### config.mk
export PLATFORM = sky130hd
export DESIGN_NAME = cpu_sideband_control
export DESIGN_NICKNAME = d
export VERILOG_FILES = /design/src/verilog/cpu_sideband_pkg.sv /design/src/verilog/bp_pin_mux.sv /design/src/verilog/cpu_sideband_control.sv
export VERILOG_INCLUDE_DIRS = /design/src /design/src/verilog
export SDC_FILE = /design/constraint.sdc
export NUM_CORES = 1
export LEC_CHECK = 0
export BUFFER_PORTS_ARGS = -buffer_cell sky130_fd_sc_hd__buf_4
export CORE_MARGIN = 2
export CORE_UTILIZATION = 49
export CTS_CLUSTER_SIZE = 30
export DETAILED_ROUTE_END_ITERATION = 7
export PLACE_DENSITY = 0.77
export SETUP_SLACK_MARGIN = 0.3
export SLEW_MARGIN = 20
export SYNTH_ARGS = -nofsm -noshare
export SYNTH_HDL_FRONTEND = slang
export SYNTH_HIERARCHICAL = 1
export SYNTH_SLANG_ARGS = --single-unit
### constraint.sdc
create_clock -name i_ref_clk -period 2.28 [get_ports i_ref_clk]
set_input_delay 0.114 -clock i_ref_clk [delete_from_list [all_inputs] [get_ports i_ref_clk]]
set_output_delay 0.114 -clock i_ref_clk [all_outputs]
set_load 0.01 [all_outputs]
### src/verilog/cpu_sideband_defs.svh
// Constants for the processor sideband control block.
// Assumes inclusion by bare name; definitions only.
`ifndef CPU_SIDEBAND_DEFS_SVH
`define CPU_SIDEBAND_DEFS_SVH
// Mode-select bit positions in the debug mode control word
`define DBG_BP0_BIT        0
`define DBG_BP1_BIT        1
// Reset value of the debug mode control word: both pins on monitor
`define DBG_CTRL_RESET     2'h0
// Strap codes taken from {flush, init} at reset release
`define STRAP_TRISTATE     2'h1
`define STRAP_CHECKER      2'h2
`define STRAP_SELFTEST     2'h3
// Lines to sweep in the cache invalidate
`define INVAL_LINES        256
// Stop grant acknowledge cycle length, in clocks
`define STOP_GRANT_CYCLES  4'h2
`endif

### src/verilog/cpu_sideband_pkg.sv
// Types shared by the sideband control block.
// Assumes the defs header is included where counts are needed.
package cpu_sideband_pkg;
   // Operating state of the core sequencing
   typedef enum logic [5:0] {
      ST_RESET  = 6'h01,
      ST_INVAL  = 6'h02,
      ST_RUN    = 6'h04,
      ST_SMM    = 6'h08,
      ST_GRANT  = 6'h10,
      ST_STOP   = 6'h20
   } core_state_e;
   // Power-up test mode chosen from straps
   typedef enum logic [1:0] {
      MODE_NORMAL   = 2'h0,
      MODE_TRISTATE = 2'h1,
      MODE_CHECKER  = 2'h2,
      MODE_SELFTEST = 2'h3
   } test_mode_e;
endpackage : cpu_sideband_pkg

### src/verilog/bp_pin_mux.sv
// Per-pin selection of breakpoint or performance-monitor output.
// Assumes select bits come from a register of the parent.
`timescale 1ns/100ps
module bp_pin_mux #(
   parameter int N = 2            // Number of multiplexed pins
) (
   // Clock and reset
   input  wire logic         i_ref_clk,
   input  wire logic         i_rst_b,
   // Select and sources
   input  wire logic [N-1:0] i_sel_bp,
   input  wire logic [N-1:0] i_breakpoint,
   input  wire logic [N-1:0] i_perfmon,
   // Pins
   output logic      [N-1:0] o_pins
);
   genvar g;
   // One registered pin per channel; high select picks breakpoint
   generate
      for (g = 0; g < N; g++) begin : g_pin
         always_ff @(posedge i_ref_clk) begin
            if (!i_rst_b) begin
               o_pins[g] <= 1'b0;
            end else if (i_sel_bp[g]) begin
               o_pins[g] <= i_breakpoint[g];
            end else begin
               o_pins[g] <= i_perfmon[g];
            end
         end
      end
   endgenerate
endmodule : bp_pin_mux

### src/verilog/cpu_sideband_control.sv
// Processor sideband control: reset sequencing, straps, system
// management mode, stop clock, pin muxing and cycle indications.
// Assumes the chipset drives inputs synchronous to i_ref_clk and
// that core logic reports instruction boundaries and bus events.
`timescale 1ns/100ps
`include "cpu_sideband_defs.svh"
module cpu_sideband_control #(
   parameter int INVAL_LINES = `INVAL_LINES // Invalidate sweep length
) (
   // Clock and reset
   input  wire logic                          i_ref_clk,
   input  wire logic                          i_rst_b,
   // Straps sampled at reset release
   input  wire logic                          i_flush_n,
   input  wire logic                          i_init,
   // Chipset requests
   input  wire logic                          i_sys_mgmt_irq_n,
   input  wire logic                          i_stop_clock_req_n,
   input  wire logic                          i_snoop_req,
   input  wire logic                          i_ipi_req,
   // Core status
   input  wire logic                          i_insn_boundary,
   input  wire logic                          i_high_pri_irq,
   input  wire logic                          i_smm_resume,
   // Debug control word write
   input  wire logic                          i_dbg_ctrl_we,
   input  wire logic [1:0]                    i_dbg_ctrl_wdata,
   // Pin sources
   input  wire logic [1:0]                    i_breakpoint,
   input  wire logic [1:0]                    i_perfmon,
   // Paging and lock attributes of current cycle
   input  wire logic                          i_pwt_dir_base,
   input  wire logic                          i_pwt_dir_entry,
   input  wire logic                          i_pwt_table_entry,
   input  wire logic [1:0]                    i_pwt_src,
   input  wire logic                          i_locked,
   input  wire logic                          i_misaligned,
   // Status and pins
   output cpu_sideband_pkg::core_state_e      o_state,
   output cpu_sideband_pkg::test_mode_e       o_test_mode,
   output logic                               o_cache_inval,
   output logic                               o_cache_writeback,
   output logic                               o_sys_mgmt_active_n,
   output logic                               o_stop_grant_cycle,
   output logic                               o_core_clk_en,
   output logic                               o_snoop_ack,
   output logic                               o_ipi_ack,
   output logic [1:0]                         o_bp_pins,
   output logic [1:0]                         o_dbg_ctrl,
   output logic                               o_page_write_through,
   output logic                               o_split_cycle
);
   import cpu_sideband_pkg::*;

   localparam int CW = $clog2(INVAL_LINES + 1);  // Sweep counter width

   core_state_e  state;           // Current sequencing state
   core_state_e  next_state;      // Next sequencing state
   logic [CW-1:0] inval_cnt;      // Lines left to invalidate
   logic [3:0]   grant_cnt;       // Stop grant cycle clocks left
   logic         rst_seen;        // Reset was held last cycle
   logic         smi_pend;        // Latched management request
   logic         stop_req;        // Stop request asserted

   assign stop_req = !i_stop_clock_req_n;

   // Remember reset so the release edge can catch straps
   always_ff @(posedge i_ref_clk) begin
      rst_seen <= !i_rst_b;
   end

   // Straps captured on the first clock after release, not under reset
   always_ff @(posedge i_ref_clk) begin
      if (!i_rst_b) begin
         o_test_mode <= MODE_NORMAL;
      end else if (rst_seen) begin
         case ({!i_flush_n, i_init})
            `STRAP_TRISTATE: o_test_mode <= MODE_TRISTATE;
            `STRAP_CHECKER:  o_test_mode <= MODE_CHECKER;
            `STRAP_SELFTEST: o_test_mode <= MODE_SELFTEST;
            default:         o_test_mode <= MODE_NORMAL;
         endcase
      end
   end

   // Request latch: a new assertion wins over the entry clear
   always_ff @(posedge i_ref_clk) begin
      if (!i_rst_b) begin
         smi_pend <= 1'b0;
      end else if (!i_sys_mgmt_irq_n) begin
         smi_pend <= 1'b1;
      end else if (state == ST_RUN && i_insn_boundary) begin
         smi_pend <= 1'b0;
      end
   end

   // Next state; management request outranks stop clock
   always_comb begin
      next_state = state;
      case (state)
         ST_RESET: begin
            next_state = ST_INVAL;
         end
         ST_INVAL: begin
            if (inval_cnt == '0) begin
               next_state = ST_RUN;
            end
         end
         ST_RUN: begin
            if (i_insn_boundary && smi_pend) begin
               next_state = ST_SMM;
            end else if (i_insn_boundary && stop_req && !i_high_pri_irq) begin
               next_state = ST_GRANT;
            end
         end
         ST_SMM: begin
            if (i_smm_resume) begin
               next_state = ST_RUN;
            end
         end
         ST_GRANT: begin
            if (grant_cnt == 4'h1) begin
               next_state = ST_STOP;
            end
         end
         ST_STOP: begin
            if (!stop_req) begin
               next_state = ST_RUN;
            end
         end
         default: begin
            next_state = ST_RESET;
         end
      endcase
   end

   // State register
   always_ff @(posedge i_ref_clk) begin
      if (!i_rst_b) begin
         state <= ST_RESET;
      end else begin
         state <= next_state;
      end
   end

   // Invalidate sweep counter, loaded on reset
   always_ff @(posedge i_ref_clk) begin
      if (!i_rst_b) begin
         inval_cnt <= CW'(INVAL_LINES);
      end else if (state == ST_INVAL && inval_cnt != '0) begin
         inval_cnt <= inval_cnt - CW'(1);
      end
   end

   // Grant cycle counter, loaded when the stop is taken
   always_ff @(posedge i_ref_clk) begin
      if (!i_rst_b) begin
         grant_cnt <= 4'h0;
      end else if (next_state == ST_GRANT && state != ST_GRANT) begin
         grant_cnt <= `STOP_GRANT_CYCLES;
      end else if (grant_cnt != 4'h0) begin
         grant_cnt <= grant_cnt - 4'h1;
      end
   end

   // Registered status outputs
   always_ff @(posedge i_ref_clk) begin
      if (!i_rst_b) begin
         o_cache_inval      <= 1'b0;
         o_sys_mgmt_active_n <= 1'b1;
         o_stop_grant_cycle <= 1'b0;
         o_core_clk_en      <= 1'b0;
      end else begin
         o_cache_inval      <= (next_state == ST_INVAL);
         o_sys_mgmt_active_n <= !(next_state == ST_SMM);
         o_stop_grant_cycle <= (next_state == ST_GRANT);
         o_core_clk_en      <= (next_state == ST_RUN) || (next_state == ST_SMM);
      end
   end

   // Invalidation never writes modified lines back
   assign o_cache_writeback = 1'b0;
   assign o_state           = state;

   // Snoop and interprocessor service stay live in every state
   always_ff @(posedge i_ref_clk) begin
      if (!i_rst_b) begin
         o_snoop_ack <= 1'b0;
         o_ipi_ack   <= 1'b0;
      end else begin
         o_snoop_ack <= i_snoop_req;
         o_ipi_ack   <= i_ipi_req;
      end
   end

   // Debug mode control word; reset puts both pins on monitor
   always_ff @(posedge i_ref_clk) begin
      if (!i_rst_b) begin
         o_dbg_ctrl <= `DBG_CTRL_RESET;
      end else if (i_dbg_ctrl_we) begin
         o_dbg_ctrl <= i_dbg_ctrl_wdata;
      end
   end

   // Pin multiplexer
   bp_pin_mux #(
      .N            (2)
   ) u_bp_mux (
      .i_ref_clk    (i_ref_clk),
      .i_rst_b      (i_rst_b),
      .i_sel_bp     (o_dbg_ctrl),
      .i_breakpoint (i_breakpoint),
      .i_perfmon    (i_perfmon),
      .o_pins       (o_bp_pins)
   );

   // Write-through indication from the selected paging level
   always_ff @(posedge i_ref_clk) begin
      if (!i_rst_b) begin
         o_page_write_through <= 1'b0;
      end else begin
         case (i_pwt_src)
            2'h0:    o_page_write_through <= i_pwt_dir_base;
            2'h1:    o_page_write_through <= i_pwt_dir_entry;
            default: o_page_write_through <= i_pwt_table_entry;
         endcase
      end
   end

   // Split cycle; driven low on unlocked cycles where value is free
   always_ff @(posedge i_ref_clk) begin
      if (!i_rst_b) begin
         o_split_cycle <= 1'b0;
      end else begin
         o_split_cycle <= i_locked && i_misaligned;
      end
   end
endmodule : cpu_sideband_control

After elaboration in Yosys (flattened, before gate mapping) --
Cells that the tools add are included.
Cells by class: equal/unequal tests 17, mux-type cells 15, reductions and logical operators 19, bitwise gates (word level) 1, add/subtract/negate cells 2
Operators by type and width (number):
- 2-to-1 mux 6 bit | 6
- case mux 6 bit (6 select lines) | 1
- equality test 6 x 2 -> 1 bit (second input constant) | 2
- equality test 6 x 3 -> 1 bit (second input constant) | 2
- equality test 6 x 4 -> 1 bit (second input constant) | 2
- equality test 6 x 5 -> 1 bit (second input constant) | 2
- zero test 9 bit | 1
- nonzero test 9 bit | 1
- subtractor 9 x 1 -> 9 bit (second input constant) | 1
- logical AND 1 bit | 7
- equality test 6 x 1 -> 1 bit (second input constant) | 1
- equality test 6 bit (second input constant) | 1
- != test 6 x 5 -> 1 bit (second input constant) | 1
- case mux 2 bit (3 select lines) | 1
- zero test 1 bit | 5
- equality test 2 x 1 -> 1 bit (second input constant) | 2
- equality test 2 bit (second input constant) | 2
- equality test 4 x 1 -> 1 bit (second input constant) | 1
- 2-to-1 mux 1 bit | 4
- 2-to-1 mux 2 bit | 2
- nonzero test 4 bit | 1
- subtractor 4 x 1 -> 4 bit (second input constant) | 1
- zero test 2 bit | 1
- != test 2 x 1 -> 1 bit (second input constant) | 1
- 5 further kinds | 5
Word-level totals: output and inout bits 21, register bits after elaboration 35, bits of input ports 25, logic and storage cells 72

Depth between registers and ports, before layout --
Gate-level depths: netlist of run 1.
word-level depth 9, depth in mapped cells 6, mapped depth without buffers 6

Hierarchy --
Netlist of run 1, hierarchy kept.
Modules (own cells, without submodules):
- cpu_sideband_control | times used 1, area each 1395.1 sq um, cells each 155
- bp_pin_mux | times used 1, area each 72.6 sq um, cells each 6

Worst setup path after synthesis of run 1 --
No wires, ideal clock.
path kind flip-flop to flip-flop, from reg inval_cnt[0], to reg inval_cnt[7], data required time 2148 ps, path buffers 0, stages on the path, launching flop included 7, clock period less this slack 1794 ps, data arrival time 1662 ps, path slack 486 ps, cells stage by stage dfxtp_1 -> inv_1 -> ha_1 -> or4b_2 -> o2111ai_1 -> or4_1 -> a21oi_1
On the way: longest elaborated chain between the ends 2
Ends and longest elaborated chain:
- from (decl) | line cpu_sideband_control.sv:59 | logic [CW-1:0] inval_cnt;
- from (signal assigned) | line cpu_sideband_control.sv:149 | inval_cnt <= CW'(INVAL_LINES);
- from (signal assigned) | line cpu_sideband_control.sv:151 | inval_cnt <= inval_cnt - CW'(1);
- branches (longest 2 deep; another with subtractor 9 x 1 -> 9 bit)
Several ways; the timed one is not identified. A chain may end at the register's enable or synchronous reset.

Final worst setup path of run 1 --
from reg inval_cnt[2], to reg inval_cnt[8]
Same word-level chain as after synthesis.

==> results of run 1 <==
==> power groups by stage <==
| stage | Combinational [mW] | Clock (mW) | Sequential (mW) |
|---|---|---|---|
| after detailed placement | 0.456 | 0 | 0.761 |
| after global routing | 0.570 | 0.577 | 0.762 |
| after floorplan | 0.294 | 0 | 0.764 |
| final | 0.515 | 0.537 | 0.751 |
| after global placement | 0.438 | 0 | 0.758 |
| after CTS | 0.466 | 0.554 | 0.748 |
==> placed cells by master, fill, tap and decap left out, types with 2 or more instances in the layout <==
master and n:
nand2_1 10, and3_1 2, nor3_1 4, xor2_1 3, or4_1 4, or3_1 5
nand3_1 5, clkbuf_4 5, o31ai_1 3, nor2b_1 3, bufinv_16 2, a31oi_1 2
mux2i_1 6, ha_1 2, dlygate4sd3_1 5, inv_1 3, o21ai_0 7, nor3b_1 3
nor2_1 19, dfxtp_1 35, a21oi_1 14, and2_1 4, a211oi_1 2, buf_4 45
==> path summary, 6_finish.rpt <==
kind                              startpoint        endpoint  cells past startpoint
worst max-delay path            inval_cnt[2]    inval_cnt[8]                      4
worst min-delay path                 i_rst_b    inval_cnt[8]                      2
worst max register to register  inval_cnt[2]    inval_cnt[8]                      4
worst min register to register      rst_seen  o_test_mode[1]                      1
==> metrics by stage <==
stage / hold WS (ns) / total power, mW / instances / util, %
floorplan: 0.206 / 1.06 / 161 / -
global placement: 0.292 / 1.20 / 232 / 64.9
CTS: 0.00706 / 1.77 / 245 / 70.3
finish: 0.0203 / 1.80 / 245 / 71.4
global route: 0.0182 / 1.91 / 245 / 71.4
detailed placement: 0.299 / 1.22 / 232 / 64.9
==> metal layers <==
layer  part of all wire, %  routed length [µm]
met5                     0                   0
met4                   1.6                  53
met1                    44                1470
met3                   6.9                 229
met2                    47                1560
==> synthesized netlist by cell type, drive strengths merged, types with 3 or more instances <==
| cell type | count | area [µm²] |
|---|---|---|
| o31ai | 3 | 22.5 |
| inv | 3 | 11.3 |
| nor3 | 4 | 20.0 |
| nor2b | 3 | 18.8 |
| clkbuf | 3 | 11.3 |
| or4 | 5 | 37.5 |
| o21ai | 7 | 35.0 |
| xor2 | 3 | 26.3 |
| nand2 | 10 | 37.5 |
| dfxtp | 35 | 701 |
| nand3 | 5 | 25.0 |
| or3 | 5 | 31.3 |
| and2 | 4 | 25.0 |
| nor3b | 3 | 22.5 |
| a21oi | 14 | 70.1 |
| mux2i | 6 | 60.1 |
| nor2 | 19 | 71.3 |
==> state kept, by name (all words and copies together), names as in the netlist <==
| signal | count |
|---|---|
| o_split_cycle | 1 |
| o_page_write_through | 1 |
| smi_pend | 1 |
| o_dbg_ctrl | 2 |
| inval_cnt | 9 |
| rst_seen | 1 |
| grant_cnt | 4 |
| o_stop_grant_cycle | 1 |
| o_core_clk_en | 1 |
| o_cache_inval | 1 |
| u_bp_mux/o_pins | 2 |
| o_test_mode | 2 |
| o_state | 6 |
| o_ipi_ack | 1 |
| o_snoop_ack | 1 |
| o_sys_mgmt_active_n | 1 |
==> cell families after synthesis <==
kind of cell | synth area share, %
flip-flops | 47.7
multiplexers | 4.09
AO/OA/AOI/OAI | 16.6
buffers and inverters | 2.39
adder cells (fa/ha/maj) | 1.70
other | 0.256
AND/OR/NAND/NOR | 25.4
XOR/XNOR | 1.79
==> worst register-to-register path: cells and delay by family (launching register included) <==
family        cells  cell delay [ns]
flops             1             0.37
simple gates      4             1.36
==> timing repair <==
item                                   CTS  global route
gates resized for setup                  0             6
setup endpoints to repair                0            10
buffers inserted                         0             0
endpoints found under the hold margin    5             0
hold buffers                             5             0
==> layout make-up <==
class                           count  area [µm²]
Fill cell                         228         802
Sequential cell                    35         701
Inverter                            3        11.3
Clock buffer                        6        41.3
Timing Repair Buffer               50         388
Tap cell                           31        38.8
Clock inverter                      2        60.1
Multi-Input combinational cell    118         763
==> metrics.cfg, run 1 <==
[min_path]
hp-class=in -> reg

[timing]
finalWorstSetupSlack_ns=0.510
hold_viol=0
setup_viol=0
finalCritPeriodShare_pct=77.6
finClkSkew_ns=0.0115
slew_headroom_pct=63.8
min_period_ns=1.77
max_freq_ghz=0.565
rsz0062_at_grt=no
setup_tns_ns=0
maxSlewViolCount=0
worstMarginPinSlew_ns=0.543

[finish]
syn_to_final_growth_pct=36.5
fin_nets=240
final_area_mm2=0.00200
drive_gt1_share_pct=28.5
num_antenna_cells=0

[yosys]
synth_area_mm2=0.00147
synth-seq-area-share_pct=47.7
syn-mean-instance-area_um2=9.12
ys_warn_count=6
synth_edf_count=0
synthCells=161
ys_ff_latch=35
synthArstFlopShare_pct=0
synth.net_count=188
ys.flop_type=dfxtp_1
ys_types=40

[global_route]
overflow=0
grt_usage_pct=20.5
grt_pass1_wl_mm=5.35
top_usage_layer=met2
grt_pass1_vias=1288
antenna_found_initial=0
grt_max_degree=17
grtUsageMet2_pct=34.1
use_met1_pct=24.6
grt_util_met3_pct=7.91

[routing]
detail-route-antenna-nets=0
vias=1331
drt_pre_antenna_iters=8
viasPerCell=5.43
drtIter0Drc=49
drc=4
finalWirelength_mm=3.32
route.detailed.wl_per_inst_um=13.5

[setup_path]
crit_path_end_kind=flop
crit_slowest_cell=or4_4
worstSetupPathType=reg -> reg
required_ns=2.56
path_buf_inv=0
path_cells=or4_4 -> or3_1 -> or3_1 -> nand3_1
crit_arrival_ns=2.05
slowest_delay_ns=0.62
cp_top_family=simple AND/OR/NAND/NOR gates
start_kind=flop
cpMostUsedCell=or3_1
crit_fanout=9
r2r_slack_ns=0.51

[placement]
gp_congestion=0.823
pre_cts_slack_ns=0.347
place_area_mm2=0.00182
port_buffers=44
post-dp-hpwl_mm=2.39

[power_and_ir_drop]
p_int_mw=1.27
pwr-share-clk_pct=29.8
pwr-share-seq_pct=41.6
ir_drop_v=0.000824
p_leak_nw=0.865
netSwitchingPower_uw=535
power_frac_comb_pct=28.6
p_per_area_mw_per_mm2=900
switching_share_pct=29.7

[run_status]
violations=design-rule violations
status=complete, but fails checks

[job]
cap_violations=0

[clocking]
root_buffer=clkbuf_4
clkLatencyLatePin_ns=0.33
cts.clk_slew.worst_paths_ns=0.11
cts_tree=yes
htreeDepth=2
cts_sinks=35
clk_path_buf_depth=2
numCtsBuffers=5

[floorplan]
die_w_um=58.7
num_io_pins=46
start_util_pct=52.3
die_y_um=58.7
rows=19
die_area_mm2=0.00345
coreArea_mm2=0.00281

Power figures use the tool's default switching activity.
==> run 2, diff against run 1 <==
--- a/config.mk
+++ b/config.mk
@@ -8,10 +8,10 @@
 export LEC_CHECK = 0
 export BUFFER_PORTS_ARGS = -buffer_cell sky130_fd_sc_hd__buf_4
 export CORE_MARGIN = 2
-export CORE_UTILIZATION = 49
+export CORE_UTILIZATION = 45
 export CTS_CLUSTER_SIZE = 30
 export DETAILED_ROUTE_END_ITERATION = 7
-export PLACE_DENSITY = 0.77
+export PLACE_DENSITY = 0.75
 export SETUP_SLACK_MARGIN = 0.3
 export SLEW_MARGIN = 20
 export SYNTH_ARGS = -nofsm -noshare
==> constraint.sdc (replaced) <==
create_clock -name i_ref_clk -period 1.6 [get_ports i_ref_clk]
set_input_delay 0.08 -clock i_ref_clk [delete_from_list [all_inputs] [get_ports i_ref_clk]]
set_output_delay 0.08 -clock i_ref_clk [all_outputs]
set_load 0.01 [all_outputs]
==> run 2 against run 1 <==
Compared with the run above:
- the run ends with negative setup slack left
- cell count up 21%
- fmax increased by 0.70%
- worst hold slack gained 0.015 ns
- sequential cell count unchanged
- total power increased by 60%
- non-clock buffer count is 38 higher
==> metrics.cfg, run 2 (synthesis gave the netlist of run 1 again) <==
[run_status]
status=complete, but fails checks
violations=negative setup slack

[floorplan]
rows=20  ; +1
num_io_pins=46  ; unchanged
die_area_mm2=0.00373  ; +8.3%
start_util_pct=47.7  ; -4.6 points
die_y_um=61.1  ; +4.1%
die_w_um=61.1  ; +4.1%
coreArea_mm2=0.00308  ; +9.7%

[clocking]
cts_sinks=35  ; unchanged
root_buffer=clkbuf_4
clkLatencyLatePin_ns=0.34  ; about the same
cts.clk_slew.worst_paths_ns=0.11  ; about the same
htreeDepth=2  ; unchanged
numCtsBuffers=5  ; unchanged
clk_path_buf_depth=2  ; unchanged
cts_tree=yes

[finish]
fin_nets=278  ; +16%
final_area_mm2=0.00252  ; +26%
drive_gt1_share_pct=49.6  ; +21 points
final_cells=296  ; +21%
final_common_cell=buf_4
multiInputGateArea_um2=948  ; +24%
syn_to_final_growth_pct=71.8
num_antenna_cells=0  ; unchanged
regMostFlops=inval_cnt
layout_common_cells=buf_4, dfxtp_1, nor2_1, dlygate4sd3_1, nand2_1
largest_register_ffs=9  ; unchanged
final-seq-area_um2=722  ; +3.0%
n_fill_cell=173  ; -24%

[timing]
rsz0062_at_grt=yes
min_period_ns=1.76  ; -0.0123 ns
finalWorstSetupSlack_ns=-0.157  ; -0.668 ns
hold_viol=0  ; unchanged
setup_viol=13  ; +13
finalCritPeriodShare_pct=110  ; +32 points
setup_tns_ns=-1.23  ; -1.23 ns
max_freq_ghz=0.569  ; +0.70%
finClkSkew_ns=0.00774  ; -0.00376 ns
maxSlewViolCount=0  ; unchanged

[setup_path]
startpoint=inval_cnt[1]
required_ns=1.86  ; -0.70 ns
slowest_delay_ns=0.51  ; -0.11 ns
r2r-start=inval_cnt[1]
crit_arrival_ns=2.02  ; -0.03 ns
start_kind=flop
crit_fanout=4  ; -5
crit_slowest_cell=or4b_4
cp_top_family=simple AND/OR/NAND/NOR gates
path_buf_inv=1  ; +1
path_cells=inv_2 -> ha_4 -> or4b_4 -> nor2_1 -> a22oi_1 -> a31oi_1
worstSetupPathType=reg -> reg
crit_path_end_kind=flop

[routing]
vias=1628  ; +22%
drtIter0Drc=99  ; +100%
viasPerCell=5.50  ; +1.2%
drt_pre_antenna_iters=4  ; -4
detail-route-antenna-nets=0  ; unchanged
finalWirelength_mm=5.20  ; +57%
drc=0  ; -4
route.detailed.wl_per_inst_um=17.6  ; +30%

[placement]
post-dp-hpwl_mm=2.81  ; +17%
place_area_mm2=0.00206  ; +13%
gp_congestion=0.849  ; +3.2%
placed_cells=264  ; +14%
pre_cts_slack_ns=-0.132  ; -0.478 ns
port_buffers=44  ; unchanged

[min_path]
worstHoldStart=i_dbg_ctrl_we
hp-class=in -> reg

[global_route]
grt_usage_pct=27.4  ; +7.0 points
grt_max_degree=16  ; -1
overflow=0  ; unchanged
antenna_found_initial=0  ; unchanged
grt_pass1_wl_mm=7.36  ; +38%
grt_pass1_vias=1628  ; +26%

[power_and_ir_drop]
p_leak_nw=1.07  ; +23%
design_power_total_mw=2.88  ; +60%
ir_drop_v=0.000728  ; -12%
p_per_area_mw_per_mm2=1140  ; +27%

[job]
cap_violations=0  ; unchanged

## run 2: cell types whose count changed in the layout (fill, tap and decap cells not counted), moves of 6 or more
cell | previous run | this run
a21oi_1 | 14 | 8
buf_4 | 45 | 66
dfxtp_1 | 35 | 26
dlygate4sd3_1 | 5 | 16
## run 2: per-stage QoR
| step | hold slack, ns | utilization [%] |
|---|---|---|
| 6_report | 0.0351 | 81.9 |
| 3_5_place_dp | 0.269 | 66.8 |
| 2_1_floorplan | 0.172 | - |
| 3_3_place_gp | 0.256 | 66.8 |
| 5_1_grt | 0.0297 | 81.9 |
| 4_1_cts | 0.00668 | 79.3 |
## run 2: path summary, 6_finish.rpt
kind                                      end  slack, ns  depth (start not counted)
worst min register to register   grant_cnt[3]       0.51                          2
worst max-delay path               o_state[2]      -0.16                          6
worst max register to register     o_state[2]      -0.16                          6
worst min-delay path            o_dbg_ctrl[1]       0.04                          3
## run 2: layout make-up
class	instances	share of cell area, %
Timing Repair Buffer	88	29.0
Clock inverter	2	0.447
Clock buffer	6	1.64
Sequential cell	35	28.6
Inverter	3	0.447
Tap cell	44	2.18
Multi-Input combinational cell	118	37.6
## run 2: timing repair
action	in CTS	in global routing
buffers inserted	7	1
resized for setup	28	18
hold buffers	16	1
pin swaps	16	8
setup endpoints to repair	23	24
endpoints found under the hold margin	12	1
## run 2: routing by layer
metal / part of all wire (%) / routed length [µm] / global-route usage [%] / vias up
met5: 0 / 0 / 0 / -
met2: 52 / 2710 / 48.2 / 63
met1: 38 / 1960 / 31.1 / 776
li1: - / - / - / 762
met3: 4.3 / 225 / 6.09 / 27
met4: 5.8 / 304 / 13.7 / 0
## run 2: power breakdown
group          total [mW]  internal [mW]  switching (mW)  leakage, nW
Combinational        1.31          0.704           0.603        0.741
Clock               0.480          0.171           0.309       0.0326
Sequential           1.09          0.980           0.113        0.292
Total                2.88           1.86            1.02         1.07
## run 2: worst register-to-register path: stages (launching register included)
cell and delay, ns:
dfxtp_2 0.36, inv_2 0.09, ha_4 0.13, or4b_4 0.51, nor2_1 0.27, a22oi_1 0.16
a31oi_1 0.18
